==> src/afq_regs.vh <==
// Constants for the 16x5 strobed FIFO with flags.
// Assumes inclusion by the FIFO core and its edge detector only.
`ifndef AFQ_REGS_VH
`define AFQ_REGS_VH

`define AFQ_DEPTH        16
`define AFQ_WIDTH        5
`define AFQ_PTR_W        4
`define AFQ_CNT_W        5
`define AFQ_NEAR_FULL    5'h0E
`define AFQ_NEAR_EMPTY   5'h02
`define AFQ_CNT_RST      5'h00
`define AFQ_PTR_RST      4'h0

`endif

==> src/afq_edge.v <==
// Rising-edge detector for a strobe from outside the clock domain.
// Assumes ref_clk is much faster than the strobe (180 ns period or more in the bench).
`timescale 1ns/100ps
`include "afq_regs.vh"

module afq_edge (
    // Clock, reset, enable
    input  wire ref_clk,
    input  wire resetn,
    input  wire clk_en,
    // Strobe in, edge pulse out
    input  wire strobe_in,
    output wire rise_pulse
);

    reg sync1_q;
    reg sync2_q;
    reg last_q;

    // Two flops before use; first flop feeds only the second
    always @(posedge ref_clk or negedge resetn) begin
        if (!resetn) begin
            sync1_q <= 1'b0;
            sync2_q <= 1'b0;
            last_q  <= 1'b0;
        end else if (clk_en) begin
            sync1_q <= strobe_in;
            sync2_q <= sync1_q;
            last_q  <= sync2_q;
        end
    end

    assign rise_pulse = clk_en & sync2_q & ~last_q;

endmodule // afq_edge

==> src/afq_fifo.v <==
// 16-word by 5-bit strobed FIFO core with full, empty and near flags.
// Assumes load and unload strobes arrive as slow levels from other systems;
// both are sampled on ref_clk, so coincident edges resolve in one cycle.
//
// Design decisions made here: the strobed register port.
`timescale 1ns/100ps
`include "afq_regs.vh"

module afq_fifo #(
    parameter DEPTH = `AFQ_DEPTH,
    parameter WIDTH = `AFQ_WIDTH
) (
    // Clock, reset, enable
    input  wire             ref_clk,
    input  wire             resetn,
    input  wire             clk_en,
    // Producer side
    input  wire             load_strobe,
    input  wire [WIDTH-1:0] data_in,
    // Consumer side
    input  wire             unload_strobe,
    input  wire             out_enable,
    output wire [WIDTH-1:0] data_out,
    output wire [WIDTH-1:0] data_out_oe_n,
    output wire             data_valid,
    // Status flags, active low
    output wire             full_n,
    output wire             near_full_n,
    output wire             empty_n,
    output wire             near_empty_n,
    // Interrupt
    input  wire             irq_read,
    output wire [3:0]       irq_status,
    input  wire [3:0]       irq_mask_in,
    input  wire             irq_mask_wr,
    output wire             irq
);

    // ************************************************************
    // Strobe synchronisation and edge detection
    // ************************************************************
    wire load_rise;
    wire unload_rise;

    afq_edge u_load_edge (
        .ref_clk    (ref_clk),
        .resetn     (resetn),
        .clk_en     (clk_en),
        .strobe_in  (load_strobe),
        .rise_pulse (load_rise)
    );

    afq_edge u_unload_edge (
        .ref_clk    (ref_clk),
        .resetn     (resetn),
        .clk_en     (clk_en),
        .strobe_in  (unload_strobe),
        .rise_pulse (unload_rise)
    );

    // Data bus sampled with the strobe: two flops keep it aligned with the edge
    reg [WIDTH-1:0] din1_q;
    reg [WIDTH-1:0] din2_q;

    always @(posedge ref_clk or negedge resetn) begin
        if (!resetn) begin
            din1_q <= {WIDTH{1'b0}};
            din2_q <= {WIDTH{1'b0}};
        end else if (clk_en) begin
            din1_q <= data_in;
            din2_q <= din1_q;
        end
    end

    // ************************************************************
    // Pointers and word count
    // ************************************************************
    reg  [`AFQ_PTR_W-1:0] wr_ptr_q;
    reg  [`AFQ_PTR_W-1:0] rd_ptr_q;
    reg  [`AFQ_CNT_W-1:0] stored_word_count_q;
    reg  [`AFQ_CNT_W-1:0] stored_word_count_d;

    wire is_full  = (stored_word_count_q == DEPTH);
    wire is_empty = (stored_word_count_q == `AFQ_CNT_RST);
    wire do_load   = load_rise & ~is_full;
    wire do_unload = unload_rise & ~is_empty;

    // One counter sees both edges in the same cycle, so nothing slips
    always @* begin
        stored_word_count_d = stored_word_count_q;
        case ({do_load, do_unload})
            2'b10:   stored_word_count_d = stored_word_count_q + 5'h01;
            2'b01:   stored_word_count_d = stored_word_count_q - 5'h01;
            default: stored_word_count_d = stored_word_count_q;
        endcase
    end

    always @(posedge ref_clk or negedge resetn) begin
        if (!resetn) begin
            wr_ptr_q            <= `AFQ_PTR_RST;
            rd_ptr_q            <= `AFQ_PTR_RST;
            stored_word_count_q <= `AFQ_CNT_RST;
        end else if (clk_en) begin
            if (do_load)
                wr_ptr_q <= wr_ptr_q + 4'h1;
            if (do_unload)
                rd_ptr_q <= rd_ptr_q + 4'h1;
            stored_word_count_q <= stored_word_count_d;
        end
    end

    // ************************************************************
    // Storage, flip-flops per entry
    // ************************************************************
    // Contents are not cleared: reset leaves the output word undefined
    reg [WIDTH-1:0] mem_q [0:DEPTH-1];

    genvar gi;
    generate
        for (gi = 0; gi < DEPTH; gi = gi + 1) begin : g_word
            always @(posedge ref_clk) begin
                if (clk_en && do_load && (wr_ptr_q == gi))
                    mem_q[gi] <= din2_q;
            end
        end
    endgenerate

    // ************************************************************
    // Fall-through output register
    // ************************************************************
    reg [WIDTH-1:0] dout_q;

    // Head word shown as soon as stored; showing it does not pop it
    always @(posedge ref_clk) begin
        if (clk_en) begin
            // A coincident load and unload at one word makes the new word the head
            if (do_load && (is_empty || (do_unload && stored_word_count_q == 5'h01)))
                dout_q <= din2_q;
            else if (do_unload && stored_word_count_q > 5'h01)
                dout_q <= mem_q[rd_ptr_q + 4'h1];
        end
    end

    assign data_out      = dout_q;
    assign data_out_oe_n = {WIDTH{~out_enable}};
    assign data_valid    = ~is_empty;

    // ************************************************************
    // Status flags
    // ************************************************************
    // Flags registered from the next count so they track the counter
    reg full_n_q;
    reg near_full_n_q;
    reg empty_n_q;
    reg near_empty_n_q;

    always @(posedge ref_clk or negedge resetn) begin
        if (!resetn) begin
            full_n_q       <= 1'b1;
            near_full_n_q  <= 1'b1;
            empty_n_q      <= 1'b0;
            near_empty_n_q <= 1'b1;
        end else if (clk_en) begin
            full_n_q       <= (stored_word_count_d != DEPTH);
            near_full_n_q  <= (stored_word_count_d != `AFQ_NEAR_FULL);
            empty_n_q      <= (stored_word_count_d != `AFQ_CNT_RST);
            near_empty_n_q <= (stored_word_count_d != `AFQ_NEAR_EMPTY);
        end
    end

    // Flags ignore out_enable entirely
    assign full_n       = full_n_q;
    assign near_full_n  = near_full_n_q;
    assign empty_n      = empty_n_q;
    assign near_empty_n = near_empty_n_q;

    // ************************************************************
    // Interrupts
    // ************************************************************
    // Events: became full, near full, empty after unload, near empty
    reg  [3:0] irq_stat_q;
    reg  [3:0] irq_mask_q;
    wire [3:0] irq_event;

    assign irq_event[0] = do_load & ~do_unload & (stored_word_count_d == DEPTH);
    assign irq_event[1] = (stored_word_count_d == `AFQ_NEAR_FULL) & near_full_n_q;
    assign irq_event[2] = do_unload & ~do_load & (stored_word_count_d == `AFQ_CNT_RST);
    assign irq_event[3] = (stored_word_count_d == `AFQ_NEAR_EMPTY) & near_empty_n_q;

    // Set beats the clearing read so no event is lost
    always @(posedge ref_clk or negedge resetn) begin
        if (!resetn) begin
            irq_stat_q <= 4'h0;
            irq_mask_q <= 4'h0;
        end else if (clk_en) begin
            irq_stat_q <= (irq_read ? 4'h0 : irq_stat_q) | irq_event;
            if (irq_mask_wr)
                irq_mask_q <= irq_mask_in;
        end
    end

    assign irq_status = irq_stat_q;
    assign irq        = |(irq_stat_q & irq_mask_q);

endmodule // afq_fifo

==> config.mk <==
export PLATFORM = sky130hd
export DESIGN_NAME = afq_fifo
export DESIGN_NICKNAME = d
export VERILOG_FILES = /design/src/afq_edge.v /design/src/afq_fifo.v
export VERILOG_INCLUDE_DIRS = /design/src
export SDC_FILE = /design/constraint.sdc
export NUM_CORES = 1
export LEC_CHECK = 0
export ABC_CLOCK_PERIOD_IN_PS = 6900
export BUFFER_PORTS_ARGS = -buffer_cell sky130_fd_sc_hd__clkbuf_2
export CORE_ASPECT_RATIO = 0.9
export CORE_MARGIN = 2
export CORE_UTILIZATION = 65
export CTS_CLUSTER_DIAMETER = 120
export DETAILED_ROUTE_END_ITERATION = 8
export PLACE_DENSITY_LB_ADDON = 0.05
export SYNTH_ARGS = -nofsm -noshare
export SYNTH_HDL_FRONTEND = slang
export SYNTH_SLANG_ARGS = --single-unit
==> constraint.sdc <==
create_clock -name ref_clk -period 6.9 [get_ports ref_clk]
set_input_delay 1.725 -clock ref_clk [delete_from_list [all_inputs] [get_ports ref_clk]]
set_output_delay 1.725 -clock ref_clk [all_outputs]
set_load 0.01 [all_outputs]
**Word-level counts from Yosys, hierarchy flattened**

Memory sizes are Yosys's and may differ from the RTL's.
Index checks and enable logic that the tools add are counted.

- Register bits after elaboration: 46
- RAM bits: 80
- Input port bits: 17
- Output and inout bits: 20
- Word-level logic and storage cells: 197
- Memories kept: 1

- Add/sub/neg operators: 4
- Order comparisons: 1
- Equality and inequality tests: 25
- Multiplexer cells: 81
- Bitwise gates (word level): 21
- Reductions and logical operators: 46

Memories:

| memory | words | width | rd ports | clocked after memory_dff | write ports | RTL line | RTL |
|---|---|---|---|---|---|---|---|
| mem_q | 16 | 5 | 1 | 0 | 1 | afq_fifo.v:116 | `reg [WIDTH-1:0] mem_q [0:DEPTH-1];` |

Operators with widths:

| operator | number |
|---|---|
| 2-to-1 mux 5 bit | 17 |
| OR reduction 5 bit | 15 |
| 2-to-1 mux 4 bit | 16 |
| 2-to-1 mux 1 bit | 47 |
| == test 4 bit, second input constant | 8 |
| logical AND 1 bit | 20 |
| == test 4 x 3 -> 1 bit, second input constant | 4 |
| AND 1 bit | 12 |
| == test 5 bit, second input constant | 2 |
| zero test 5 bit | 2 |
| case mux 5 bit (2 select lines) | 1 |
| adder 4 x 1 -> 4 bit, second input constant | 2 |
| == test 4 x 2 -> 1 bit, second input constant | 2 |
| AND reduction 2 bit | 4 |
| inverter 1 bit | 7 |
| adder 5 x 1 -> 5 bit, second input constant | 1 |
| == test 5 x 1 -> 1 bit, second input constant | 1 |
| == test 5 x 2 -> 1 bit, second input constant | 1 |
| == test 5 x 4 -> 1 bit, second input constant | 1 |
| greater-than comparator 5 x 1 -> 1 bit, second input constant | 1 |
| != test 5 x 2 -> 1 bit, second input constant | 1 |
| != test 5 x 4 -> 1 bit, second input constant | 1 |
| != test 5 bit, second input constant | 1 |
| nonzero test 5 bit | 1 |
| 10 further kinds | 10 |

**Longest topological paths before layout**

- Word-level depth: 23
- Depth in mapped cells: 10
- Mapped depth without buffers: 10

**Hierarchy**

A second synthesis with hierarchy kept.

- Cells, all modules: 368
- Area, all modules: 5525.3 um^2

Modules (own cells, without submodules):

| module | times used | cells each | area an instance (um^2) | seq. area each (um^2) |
|---|---|---|---|---|
| afq_fifo | 1 | 354 | 5287.6 | 3432.0 |
| afq_edge | 2 | 7 | 118.9 | 75.1 |

**Worst setup path after synthesis**

Ideal clock, no wire load.

- Path kind: input to register
- From: input port clk_en
- To: register empty_n_q, in the netlist empty_n
- Setup time: 0.119 ns
- Arrival: 3.897 ns
- Data required time: 6.781 ns
- Path slack: 2.883 ns
- Stages on the path: 9
- Buffers on the path: 0
- Cells stage by stage: nand2_1 -> a311oi_2 -> inv_1 -> ha_1 -> a22o_1 -> a21oi_1 -> a21oi_1 -> or4_4 -> o22a_2

- Cells in the longest elaborated chain, start to end: 6

Ends and longest elaborated chain:

| item | RTL line | RTL |
|---|---|---|
| from (decl) | afq_fifo.v:16 | `input wire clk_en,` |
| AND 1 bit (2 in series) | afq_edge.v:33 | `assign rise_pulse = clk_en & sync2_q & ~last_q;` |
| AND 1 bit, on equally long branches | afq_fifo.v:86, afq_fifo.v:85 |  |
| == test 2 x 1 -> 1 bit / == test 2 bit (equally long branches) | afq_fifo.v:91 | `case ({do_load, do_unload})` |
| case mux 5 bit (2 select lines) | afq_fifo.v:91 |  |
| nonzero test 5 bit (no source line) | n/a |  |
| to (signal assigned) | afq_fifo.v:166 | `` empty_n_q <= (stored_word_count_d != `AFQ_CNT_RST); `` |
| to (decl) | afq_fifo.v:154 | `reg empty_n_q;` |

Several ways; a longest one is shown, not always the timed one.
A chain may end at the register's enable or synchronous reset.

**Worst setup path after layout**

Same ends and word-level chain as after synthesis.

==> metrics <==
crit end category register; Synth area leader edfxtp_1; I/O pin cnt 37; simple-gate share of the synthesized area 7.78%; Fin Setup TNS 0 ps; n_diodes 0; final worst path period share 67.7%; number of vias per cell 6.15; first-pass GRT wire length 16.2 mm; sequential share of the synthesized area 65.5%; VDD IR max 0.000272 V; Die Wd 101 microns; Synth cell types 57; clock share of power 31.8%; CP max FO 32; Post-synth EDFFs 85; Synth Area in XOR/XNOR roughly 1.3%; Syn Area/Cell around 16 sq um; top-count cell post-synth edfxtp_1; Final Hold Viols 0; Core Area 0.00811 sq mm; WL final about 10 mm; root buf cell clkbuf_8; H-tree depth 4; total gr overflow 0; I/O Buffers 36; crit start category input port; status finished, final reports clean; WP data required 7300 ps; ranking of synthesized cells by area edfxtp_1 47%, dfrtp_1 17%, mux4_2 8.2%, mux2_2 4.3%, ha_1 2.5%; NumNets Final 419; cts bufs inserted 17; maxcap violations 0; Die ar. 0.00916 sq mm; NetSw 831 uW; Static Leak about 2.3 nW; hold path start near_full_n; Combinational Power Share 28.7%; final non-filler cell total about 500; Arr. time, crit path 5070 ps; PostCTS Resize Cnt 0; height of the die 91.0 microns; RSZ-0062 raised after global routing false; R2R setup slack 3300 ps; final instance area about 0.0062 sq mm; gpl congestion 0.876; Layout fillers roughly 460; Main synth FF type edfxtp_1; Worst Hold Class register to register; WL per Instance around 20 microns; clock skew 7.33 ps; worst relative slew slack a little over a third; CTS tree built; Worst R2R Start stored_word_count_q[0]; CTS Hold Bufs 0; share of layout cells above drive strength 1 30.9%; initial drt markers between 200 and 250; Site Rows 31; Sequential Power Share between 30% and 40%; largest net degree at the start of global routing 42; clock latency on the worst-skew pair 510 ps; Post-Place Cells 471; area growth from synthesis to layout 14.2%; CTS Sinks ~130; largest family of logic cells by synthesized area multiplexers; Vias 3093; Internal between 1.5 and 2 mW; post-synthesis mux area share 12.7%; synthesized area 0.00547 sq mm; CP Class input port to register; vias in the first global route 3090; Post-DRT Antenna Nets 0; Yosys top cell area share 46.7%; Max clock buf depth 2; Final setup violation count 0; Critical Path Start clk_en; Clock transition at path regs 60 ps; ys async rst share 32.5%; Post-Place Cell Area 0.00568 sq mm; min cycle time layout 4670 ps; Remaining DRCs 0; Worst Tran Pin Value 975 ps; switch share 31.7%; synthesis warning total 0; Max Transition Viols Final 0; Cells after Synth between 300 and 400; most frequent cells after synthesis 85 x edfxtp_1, 38 x dfrtp_1, 23 x nand2_1; Adder-Cell Fraction of Synth Area 2.52%; DR pass1 iterations 5; DP HPWL 6.65 mm; PwrDens between 400 and 500 mW/mm^2; initial antenna violation count 0; Compound-Gate Fraction of Synth Area approximately 7.5%; postcts setup bufs 0; register bit total from synthesis 126; Total GRT Usage 24.1%; f_max 214 MHz; synthesized net count 380; initial cell density of the core about two thirds
==> power groups by stage <==
stage | registers [mW] | logic (mW) | clock network [mW]
finish | 1.03 | 0.753 | 0.834
global placement | 1.04 | 0.742 | 0
floorplan | 1.01 | 0.571 | 0
global route | 1.04 | 0.822 | 0.882
CTS | 1.03 | 0.757 | 0.849
detailed placement | 1.05 | 0.749 | 0
==> metal layers <==
| metal | up-vias | part of all wire (%) | global-route usage [%] |
|---|---|---|---|
| li1 | 1430 | - | - |
| met1 | 1560 | 46 | 35.0 |
| met2 | 99 | 48 | 36.3 |
| met3 | 4 | 5.2 | 6.77 |
| met4 | 0 | 0.53 | 6.51 |
| met5 | - | 0 | 0 |
==> layout make-up <==
cell class                      count  area [sq um]  share of cell area (%)
Clock buffer                       18           418                    6.69
Inverter                           13          48.8                   0.781
Clock inverter                     14           145                    2.32
Timing Repair Buffer               37           188                    3.00
Multi-Input combinational cell    196          1740                    27.9
Tap cell                           99           124                    1.98
Sequential cell                   126          3580                    57.3
==> flip-flops by register name (all words and copies together) (netlist names), 4 cells and up <==
| signal | count |
|---|---|
| irq_mask_q | 4 |
| data_out | 5 |
| mem_q | 80 |
| din2_q | 5 |
| rd_ptr_q | 4 |
| stored_word_count_q | 5 |
| din1_q | 5 |
| irq_status | 4 |
| wr_ptr_q | 4 |
==> metrics by stage <==
step | worst slack, ps | hold WS (ps) | util [%] | total power [mW]
global route | 2060 | 522 | 77.1 | 2.75
floorplan | 2880 | 475 | - | 1.58
finish | 2230 | 492 | 77.1 | 2.62
global placement | 1990 | 482 | 70.1 | 1.78
CTS | 2280 | 493 | 77.1 | 2.64
detailed placement | 1810 | 485 | 70.1 | 1.79
==> cell usage in the layout (no fill, tap or decap), types with 2 or more instances in the layout <==
cell and n:
o31ai_1 2, a22oi_1 7, bufinv_16 2, ha_1 11, o21ai_0 9, nor3_1 4, dfrtp_1 38, nand3b_1 2
a21boi_0 2, and3_1 2, and2_1 16, a31oi_1 6, nor2_1 15, nor2b_1 5, clkbuf_16 16, xnor2_1 5
a21oi_1 8, edfxtp_1 85, clkbuf_2 36, clkinv_2 3, mux4_2 20, dfstp_2 3, nand2b_1 2, clkinvlp_4 3
nand2_1 23, o22a_2 2, a22o_1 2, nand4_1 4, clkinv_4 4, inv_1 13, mux2_2 21, nand3_1 2
==> critical path: stages <==
cell	delay (ps)
clkbuf_2	550
nand2_1	220
a311oi_2	710
inv_1	180
ha_1	360
a22o_1	270
a21oi_1	150
a21oi_1	110
or4_4	580
o22a_2	210
==> worst paths after layout <==
| check | endpoint | depth (start not counted) |
|---|---|---|
| min in group asynchronous | irq_mask_q[3] | 1 |
| worst max register to register | empty_n | 10 |
| max in group asynchronous | wr_ptr_q[3] | 1 |
| worst min-delay path | near_full_n | 2 |
| worst min register to register | near_full_n | 2 |
| worst max-delay path | empty_n | 10 |
==> cell families (layout without fill, tap and decap cells) <==
| kind of cell | after synthesis | count (layout) |
|---|---|---|
| multiplexers | 42 | 42 |
| AO/OA/AOI/OAI | 55 | 55 |
| adder cells (fa/ha/maj) | 11 | 11 |
| buffers and inverters | 30 | 82 |
| AND/OR/NAND/NOR | 81 | 81 |
| XOR/XNOR | 7 | 7 |
| flip-flops | 126 | 126 |
No activity file was read; power rests on OpenSTA's default activity.
